===== config.mk =====
export PLATFORM = sky130hd
export DESIGN_NAME = cfq_geometry_query
export DESIGN_NICKNAME = d
export VERILOG_FILES = /design/src/common/cfq_pkg.sv /design/src/hdl/cfq_geometry_query.sv /design/src/hdl/cfq_query_rom.sv /design/src/hdl/cfq_cmd_decode.sv
export SDC_FILE = /design/constraint.sdc
export NUM_CORES = 1
export LEC_CHECK = 0
export ABC_CLOCK_PERIOD_IN_PS = 1800
export BUFFER_PORTS_ARGS = -buffer_cell sky130_fd_sc_hd__clkbuf_2
export CORE_ASPECT_RATIO = 2
export CORE_MARGIN = 2
export CORE_UTILIZATION = 35
export CTS_BUF_LIST = sky130_fd_sc_hd__clkbuf_4
export DETAILED_ROUTE_END_ITERATION = 16
export GPL_TIMING_DRIVEN = 0
export PLACE_DENSITY = 0.66
export SLEW_MARGIN = 30
export SYNTH_ARGS = -nofsm -noshare
export SYNTH_HDL_FRONTEND = slang
export SYNTH_SLANG_ARGS = --single-unit

===== constraint.sdc =====
create_clock -name sys_clk_i -period 1.8 [get_ports sys_clk_i]
set_input_delay 0.27 -clock sys_clk_i [delete_from_list [all_inputs] [get_ports sys_clk_i]]
set_output_delay 0.27 -clock sys_clk_i [all_outputs]
set_load 0.02 [all_outputs]

===== src/common/cfq_pkg.sv =====
// cfq_pkg: offsets, values and command codes for the flash query table.
// assumes word addressing of the query space, 16-bit data bus.
`default_nettype none
package cfq_pkg;
  localparam int QADDR_W = 9;
  localparam int DATA_W = 16;
  localparam int LANE_W = 8;
  localparam int CMD_W = 8;
  // host command codes; plain defaults, overridable at the top
  localparam logic [CMD_W-1:0] CMD_QUERY = 8'h98;
  localparam logic [CMD_W-1:0] CMD_READ_ARRAY = 8'hFF;
  // device geometry section
  localparam logic [QADDR_W-1:0] OFF_SIZE_EXP = 9'h027;
  localparam logic [QADDR_W-1:0] OFF_IFC_LO = 9'h028;
  localparam logic [QADDR_W-1:0] OFF_IFC_HI = 9'h029;
  localparam logic [QADDR_W-1:0] OFF_BUF_LO = 9'h02A;
  localparam logic [QADDR_W-1:0] OFF_BUF_HI = 9'h02B;
  localparam logic [QADDR_W-1:0] OFF_REGION_CNT = 9'h02C;
  localparam logic [QADDR_W-1:0] OFF_R1_BLK_LO = 9'h02D;
  localparam logic [QADDR_W-1:0] OFF_R1_BLK_HI = 9'h02E;
  localparam logic [QADDR_W-1:0] OFF_R1_SIZE_LO = 9'h02F;
  localparam logic [QADDR_W-1:0] OFF_R1_SIZE_HI = 9'h030;
  localparam logic [QADDR_W-1:0] OFF_R2_BLK_LO = 9'h031;
  localparam logic [QADDR_W-1:0] OFF_R2_BLK_HI = 9'h032;
  localparam logic [QADDR_W-1:0] OFF_R2_SIZE_LO = 9'h033;
  localparam logic [QADDR_W-1:0] OFF_R2_SIZE_HI = 9'h034;
  localparam logic [QADDR_W-1:0] OFF_RSV_FIRST = 9'h035;
  localparam logic [QADDR_W-1:0] OFF_RSV_LAST = 9'h038;
  // primary extended table
  localparam logic [QADDR_W-1:0] OFF_SIG_P = 9'h10A;
  localparam logic [QADDR_W-1:0] OFF_SIG_R = 9'h10B;
  localparam logic [QADDR_W-1:0] OFF_SIG_I = 9'h10C;
  localparam logic [QADDR_W-1:0] OFF_VER_MAJOR = 9'h10D;
  localparam logic [QADDR_W-1:0] OFF_VER_MINOR = 9'h10E;
  localparam logic [QADDR_W-1:0] OFF_FEAT_B0 = 9'h10F;
  localparam logic [QADDR_W-1:0] OFF_FEAT_B1 = 9'h110;
  localparam logic [QADDR_W-1:0] OFF_FEAT_B2 = 9'h111;
  localparam logic [QADDR_W-1:0] OFF_FEAT_B3 = 9'h112;
  localparam logic [QADDR_W-1:0] OFF_SUSPEND_FN = 9'h113;
  localparam logic [QADDR_W-1:0] OFF_PROT_LO = 9'h114;
  localparam logic [QADDR_W-1:0] OFF_PROT_HI = 9'h115;
  localparam logic [QADDR_W-1:0] OFF_VDD_OPT = 9'h116;
  localparam logic [QADDR_W-1:0] OFF_VPP_OPT = 9'h117;
  localparam logic [DATA_W-1:0] VAL_ZERO = 16'h0000;
  localparam logic [DATA_W-1:0] VAL_SIZE_EXP = 16'h0018;
  localparam logic [DATA_W-1:0] VAL_IFC = 16'h0001;
  localparam logic [DATA_W-1:0] VAL_BUF_LO = 16'h0006;
  localparam logic [DATA_W-1:0] VAL_REGION_CNT = 16'h0002;
  localparam logic [DATA_W-1:0] VAL_R1_BLK_LO = 16'h007E;
  localparam logic [DATA_W-1:0] VAL_R1_SIZE_HI = 16'h0002;
  localparam logic [DATA_W-1:0] VAL_R2_BLK_LO = 16'h0003;
  localparam logic [DATA_W-1:0] VAL_R2_SIZE_LO = 16'h0080;
  localparam logic [DATA_W-1:0] VAL_SIG_P = 16'h0050;
  localparam logic [DATA_W-1:0] VAL_SIG_R = 16'h0052;
  localparam logic [DATA_W-1:0] VAL_SIG_I = 16'h0049;
  localparam logic [DATA_W-1:0] VAL_VER_MAJOR = 16'h0031;
  localparam logic [DATA_W-1:0] VAL_VER_MINOR = 16'h0033;
  localparam logic [DATA_W-1:0] VAL_FEAT_B0 = 16'h00E6;
  localparam logic [DATA_W-1:0] VAL_FEAT_B1 = 16'h0003;
  localparam logic [DATA_W-1:0] VAL_SUSPEND_FN = 16'h0001;
  localparam logic [DATA_W-1:0] VAL_PROT_LO = 16'h0003;
  localparam logic [DATA_W-1:0] VAL_VDD_OPT = 16'h0018;
  localparam logic [DATA_W-1:0] VAL_VPP_OPT = 16'h0090;
  typedef enum logic {CFQ_ARRAY, CFQ_QUERY} cfq_mode_type;
endpackage : cfq_pkg
`default_nettype wire


===== src/hdl/cfq_geometry_query.sv =====
// cfq_geometry_query: query-mode read port for the flash geometry and
// primary extended tables, with array data passed through otherwise.
// assumes host signals are synchronous to sys_clk_i, one read per cycle.
`timescale 1ns/1ps
`default_nettype none
// Operation
// - offset 027h returns 0018h, sixteen megabyte storage exponent.
// - offsets 028h and 029h each return 0001h, x16 sync interface.
// - offsets 02Ah, 02Bh return 0006h, 0000h: 64-byte program buffer.
// - offset 02Ch returns 0002h: two erase block regions.
// - offsets 02Dh, 02Eh return 007Eh, 0000h: 127 blocks.
// - offsets 02Fh, 030h return 0000h, 0002h: 128 KB blocks.
// - offsets 031h, 032h return 0003h, 0000h: four blocks.
// - offsets 033h, 034h return 0080h, 0000h: 32 KB blocks.
// - offsets 035h to 038h hold no region information.
// - offsets 10Ah to 10Ch return signature 0050h, 0052h, 0049h.
// - offsets 10Dh, 10Eh return version digits 0031h, 0033h.
// - offset 10Fh returns feature low byte 00E6h.
// - feature bits 10 through 31 read zero, bit 31 clear.
// - offset 113h returns 0001h, program after erase suspend.
// - offsets 114h, 115h return 0003h, 0000h: lock bits present.
// - offset 116h returns 0018h, core supply optimum voltage.
// - offset 117h returns 0090h, programming supply optimum voltage.
// - query words use the low lane; high lane reads zero.
// - query command enters query reads; read-array command leaves.
module cfq_geometry_query
  import cfq_pkg::*;
#(
  parameter int ADDR_W = 9,
  parameter logic [cfq_pkg::CMD_W-1:0] QUERY_CODE = cfq_pkg::CMD_QUERY,
  parameter logic [cfq_pkg::CMD_W-1:0] ARRAY_CODE = cfq_pkg::CMD_READ_ARRAY
) (
  input wire logic sys_clk_i,
  input wire logic nrst_i,
  input wire logic clk_en_i,
  input wire logic wr_i,
  input wire logic [cfq_pkg::CMD_W-1:0] cmd_i,
  input wire logic rd_i,
  input wire logic [ADDR_W-1:0] addr_i,
  input wire logic [cfq_pkg::DATA_W-1:0] array_data_i,
  output logic [cfq_pkg::DATA_W-1:0] data_o,
  output logic data_oe_o,
  output logic rd_valid_o,
  output logic query_mode_o
);
  import cfq_pkg::*;

  generate
    if (ADDR_W < QADDR_W) begin : g_bad_addr
      $error("ADDR_W too narrow for the query offsets");
    end
  endgenerate

  cfq_mode_type mode;
  logic [DATA_W-1:0] rom_word;
  logic in_query_space;
  logic [DATA_W-1:0] data_reg;
  logic [DATA_W-1:0] data_next;
  logic valid_reg;
  logic valid_next;
  logic qmode_reg;
  logic qmode_next;

  cfq_cmd_decode #(
    .QUERY_CODE(QUERY_CODE),
    .ARRAY_CODE(ARRAY_CODE)
  ) u_decode (
    .sys_clk_i(sys_clk_i),
    .nrst_i(nrst_i),
    .clk_en_i(clk_en_i),
    .wr_i(wr_i),
    .cmd_i(cmd_i),
    .mode_o(mode)
  );

  cfq_query_rom u_rom (
    .addr_i(addr_i[QADDR_W-1:0]),
    .word_o(rom_word)
  );

  // upper address bits beyond the table alias nothing: they read zero
  always_comb begin
    in_query_space = 1'b1;
    if (ADDR_W > QADDR_W) begin
      in_query_space = (addr_i >> QADDR_W) == '0;
    end
  end

  // a read in the same cycle as a command sees the old mode
  always_comb begin
    data_next = data_reg;
    valid_next = 1'b0;
    qmode_next = (mode == CFQ_QUERY);
    if (rd_i) begin
      valid_next = 1'b1;
      if (mode == CFQ_QUERY) begin
        // low lane only, high lane zero
        data_next = {{LANE_W{1'b0}}, rom_word[LANE_W-1:0]};
        if (!in_query_space) begin
          data_next = VAL_ZERO;
        end
      end else begin
        data_next = array_data_i;
      end
    end
  end

  always_ff @(posedge sys_clk_i) begin
    if (!nrst_i) begin
      data_reg <= VAL_ZERO;
      valid_reg <= 1'b0;
      qmode_reg <= 1'b0;
    end else if (clk_en_i) begin
      data_reg <= data_next;
      valid_reg <= valid_next;
      qmode_reg <= qmode_next;
    end
  end

  assign data_o = data_reg;
  assign rd_valid_o = valid_reg;
  // bus is driven only during the answer cycle
  assign data_oe_o = valid_reg;
  assign query_mode_o = qmode_reg;
endmodule : cfq_geometry_query
`default_nettype wire


===== src/hdl/cfq_query_rom.sv =====
// cfq_query_rom: combinational lookup of one query word by offset.
// assumes the caller registers the result before it reaches a pin.
`timescale 1ns/1ps
`default_nettype none
module cfq_query_rom
  import cfq_pkg::*;
(
  input wire logic [cfq_pkg::QADDR_W-1:0] addr_i,
  output logic [cfq_pkg::DATA_W-1:0] word_o
);
  always_comb begin
    word_o = VAL_ZERO;
    case (addr_i)
      OFF_SIZE_EXP: word_o = VAL_SIZE_EXP;
      OFF_IFC_LO, OFF_IFC_HI: word_o = VAL_IFC;
      OFF_BUF_LO: word_o = VAL_BUF_LO;
      OFF_REGION_CNT: word_o = VAL_REGION_CNT;
      OFF_R1_BLK_LO: word_o = VAL_R1_BLK_LO;
      OFF_R1_SIZE_HI: word_o = VAL_R1_SIZE_HI;
      OFF_R2_BLK_LO: word_o = VAL_R2_BLK_LO;
      OFF_R2_SIZE_LO: word_o = VAL_R2_SIZE_LO;
      OFF_SIG_P: word_o = VAL_SIG_P;
      OFF_SIG_R: word_o = VAL_SIG_R;
      OFF_SIG_I: word_o = VAL_SIG_I;
      OFF_VER_MAJOR: word_o = VAL_VER_MAJOR;
      OFF_VER_MINOR: word_o = VAL_VER_MINOR;
      OFF_FEAT_B0: word_o = VAL_FEAT_B0;
      // bits 8, 9 set; 10 to 31 clear
      OFF_FEAT_B1: word_o = VAL_FEAT_B1;
      OFF_SUSPEND_FN: word_o = VAL_SUSPEND_FN;
      OFF_PROT_LO: word_o = VAL_PROT_LO;
      OFF_VDD_OPT: word_o = VAL_VDD_OPT;
      OFF_VPP_OPT: word_o = VAL_VPP_OPT;
      // reserved and unlisted offsets read zero
      default: word_o = VAL_ZERO;
    endcase
  end
endmodule : cfq_query_rom
`default_nettype wire


===== src/hdl/cfq_cmd_decode.sv =====
// cfq_cmd_decode: tracks query versus array read mode from host writes.
// assumes one command byte per write strobe, low lane only.
`timescale 1ns/1ps
`default_nettype none
module cfq_cmd_decode
  import cfq_pkg::*;
#(
  parameter logic [cfq_pkg::CMD_W-1:0] QUERY_CODE = cfq_pkg::CMD_QUERY,
  parameter logic [cfq_pkg::CMD_W-1:0] ARRAY_CODE = cfq_pkg::CMD_READ_ARRAY
) (
  input wire logic sys_clk_i,
  input wire logic nrst_i,
  input wire logic clk_en_i,
  input wire logic wr_i,
  input wire logic [cfq_pkg::CMD_W-1:0] cmd_i,
  output var cfq_pkg::cfq_mode_type mode_o
);
  cfq_mode_type mode_reg;
  cfq_mode_type mode_next;
  generate
    if (QUERY_CODE == ARRAY_CODE) begin : g_bad_codes
      $error("query and read-array codes must differ");
    end
  endgenerate
  always_comb begin
    mode_next = mode_reg;
    case (mode_reg)
      CFQ_ARRAY: begin
        if (wr_i && cmd_i == QUERY_CODE) begin
          mode_next = CFQ_QUERY;
        end
      end
      CFQ_QUERY: begin
        // other codes leave query data in place
        if (wr_i && cmd_i == ARRAY_CODE) begin
          mode_next = CFQ_ARRAY;
        end
      end
      default: mode_next = CFQ_ARRAY;
    endcase
  end
  always_ff @(posedge sys_clk_i) begin
    if (!nrst_i) begin
      mode_reg <= CFQ_ARRAY;
    end else if (clk_en_i) begin
      mode_reg <= mode_next;
    end
  end
  assign mode_o = mode_reg;
endmodule : cfq_cmd_decode
`default_nettype wire


==> run metrics <==
Core ar. 3190 um^2; dpl cells 227; Worst-Margin Slew 0.495 ns; hold path depth 3; number of diodes 0; initial antenna violation count 0; CTS tree done; ys async rst share 0; Int Pwr 632 uW; Fin Clk Skew 0.00499 ns; via count 1,308; sw frac 0.283; Clk pwr share 0.259; Filler cells 344; Synth Area in XOR/XNOR 0; root buffer cell clkbuf_4; Ports 57; Routed Antenna Nets 0; standard-cell rows 29; Multi-input gate area 714 um^2; mapped cell area 1170 um^2; Bufs on Longest Clock Path 2; leakage power 0.000628 uW; hpwl dp 2570 um; PostCTS Resize Cnt 0; WS Path Type input pin to flip-flop; setup slack, reg-to-reg 0.22 ns; max-slew violations 0; maxcap violations 0; register area share after synthesis 0.324; Die H 85.9 um; Post-CTS Repair Setup Buffers 0; Die X 44.9 um; Synth Area in Compound Gates 0.241; Initial DRC Count 22; drt pass-1 iters 4; clk_lat worst skew 0.29 ns; RSZ-0062 raised after global routing false; Cell variety after synth 43; CTS Buf Count 3; post-synthesis simple-gate area fraction 0.360; area grow syn2layout 28.9%; minimum clock period 1.60 ns; vias in the first global route 1,267; Max transition margin 0.666; sequential share of power 0.513; number of synthesis warnings 0; outcome finished clean; RR Endpoint data_o[1]; Critical Path End Type flip-flop; WP data required 2.03 ns; syn nets 180; Worst setup SP type input pin; Syn Area/Cell 8.26 um^2; crit-path max FO 9; Pwr Total 882 uW; Yosys reg bits 19; Starting Density 0.367; grt ovf 0; largest family of logic cells by synthesized area simple AND/OR/NAND/NOR gates; Post-synth EDFFs 0; Clock Pin Slew Worst Setup and Hold Paths 0.11 ns; Mapped Cells 142; Pwr Density 583 nW/um^2; FMAX 624 MHz; worst hold path class input pin to flip-flop; post-synthesis adder-cell area fraction 0; final setup fails 0; Post-CTS Hold Buffers 0; Reg area 380 um^2; routed length per placed instance 13.5 um; Worst Hold Launch array_data_i[5]; H-tree depth 1; DRC Markers 0; Arr. time, crit path 1.84 ns; routability congestion estimate 0.804; All-Layer GR Usage 0.171; hold worst-path end data_o[5]; final hold viol count 0; worst reg2reg startpoint u_decode.mode_o; largest net degree at the start of global routing 11; period utilization 0.890; Routed WL 3120 um; Primary FF master, synth dfxtp_1; Setup WS post-layout 0.198 ns; first-pass GRT wire length 5180 um; Nets 239; Final Util 0.473; port bufs 54; die area 3860 um^2; Vias/cell 5.66; maximum vdd drop 221 uV; Psw 250 uW; non-filler instance count after layout 231; Reg2Reg Depth 4; clk sinks 19; post-synthesis mux area share 0.00854; Combinational Power Share 0.228; share of layout cells above drive strength 1 0.355; pre-CTS setup slack -0.101 ns
Yosys cell counts (3+ instances only):
master | instances | share of area
dfxtp_1 | 19 | 0.32
nand2_1 | 14 | 0.045
nand3b_1 | 11 | 0.070
a21boi_0 | 9 | 0.058
clkbuf_1 | 6 | 0.019
nor2_1 | 6 | 0.019
o211ai_1 | 5 | 0.032
o21ai_0 | 5 | 0.021
or3_1 | 5 | 0.027
a21oi_1 | 4 | 0.017
a31oi_1 | 4 | 0.021
o22ai_1 | 4 | 0.021
nand2b_1 | 3 | 0.016
nor3_1 | 3 | 0.013
nor3b_1 | 3 | 0.019
nor4b_1 | 3 | 0.022
layout by cell type, fill, tap and decap left out, types with 2 or more instances in the layout:
cell and instances:
clkbuf_2 54, dfxtp_1 19, nand2_1 14, nand3b_1 11, a21boi_0 9, clkbuf_1 6, nor2_1 6, o21ai_0 5
or3_1 5, o211ai_1 5, a21oi_1 4, a31oi_1 4, o22ai_1 4, clkbuf_4 4, nor3_1 3, nor3b_1 3
nand2b_1 3, nor4b_1 3, nand3_1 2, or4_1 2, buf_4 2, and2_1 2, buf_6 2, or3b_2 2
buf_2 2, o2111ai_1 2, inv_1 2, a211oi_1 2, or4b_2 2
power by group through the flow:
| stage | logic [uW] | registers (uW) | clock network, uW |
|---|---|---|---|
| 3_3_place_gp | 201 | 461 | 0 |
| 4_1_cts | 204 | 452 | 235 |
| 2_1_floorplan | 88.8 | 487 | 0 |
| 5_1_grt | 224 | 454 | 258 |
| 3_5_place_dp | 203 | 462 | 0 |
| 6_report | 201 | 452 | 228 |
routing by layer:
layer / wire length (um) / global-route usage / vias up
met5: 0 / 0 / -
met4: 72 / 0.0802 / 0
met3: 209 / 0.0316 / 8
met2: 1710 / 0.318 / 56
met1: 1130 / 0.167 / 590
li1: - / - / 654
how the worst max path moves through the flow:
stage / from / to / slack, ns / depth (start not counted)
3_3_place_gp: addr_i[4] / data_o[4] / -0.10 / 6
5_1_grt: u_decode.mode_o / data_o[1] / 0.03 / 4
4_1_cts: u_decode.mode_o / data_o[1] / 0.19 / 4
2_1_floorplan: addr_i[4] / data_o[4] / 0.11 / 5
3_5_place_dp: addr_i[4] / data_o[4] / -0.10 / 6
6_report: addr_i[4] / data_o[4] / 0.20 / 6
critical path: stages:
cell	delay [ns]
clkbuf_2	0.14
or4b_1	0.51
buf_2	0.17
or4_1	0.41
a21o_1	0.20
a31oi_1	0.14
sequential cells by signal, summed over array words and instances (netlist names):
register         flops
data_o              16
data_oe_o            1
query_mode_o         1
u_decode.mode_o      1
final cells by class:
type                            count  share of cell area
Inverter                            2             0.00497
Sequential cell                    19               0.252
Buffer                             12              0.0464
Timing Repair Buffer               54               0.179
Clock buffer                        4              0.0199
Multi-Input combinational cell    109               0.473
Tap cell                           31              0.0257
cells by family (layout without fill, tap and decap cells):
family | after synthesis | after routing
buf+inv | 14 | 72
mux | 1 | 1
flops | 19 | 19
simple gates | 67 | 67
compound gates | 41 | 41
per-stage QoR:
stage	hold slack (ns)	instance area [um^2]	setup TNS (ns)
final	0.218	1510	0
after global routing	0.226	1510	0
after CTS	0.214	1510	0
after detailed placement	0.455	1480	-0.247
after global placement	0.446	1480	-0.250
after floorplan	0.437	1170	0
Note: power is estimated with default switching activity, not from simulation.
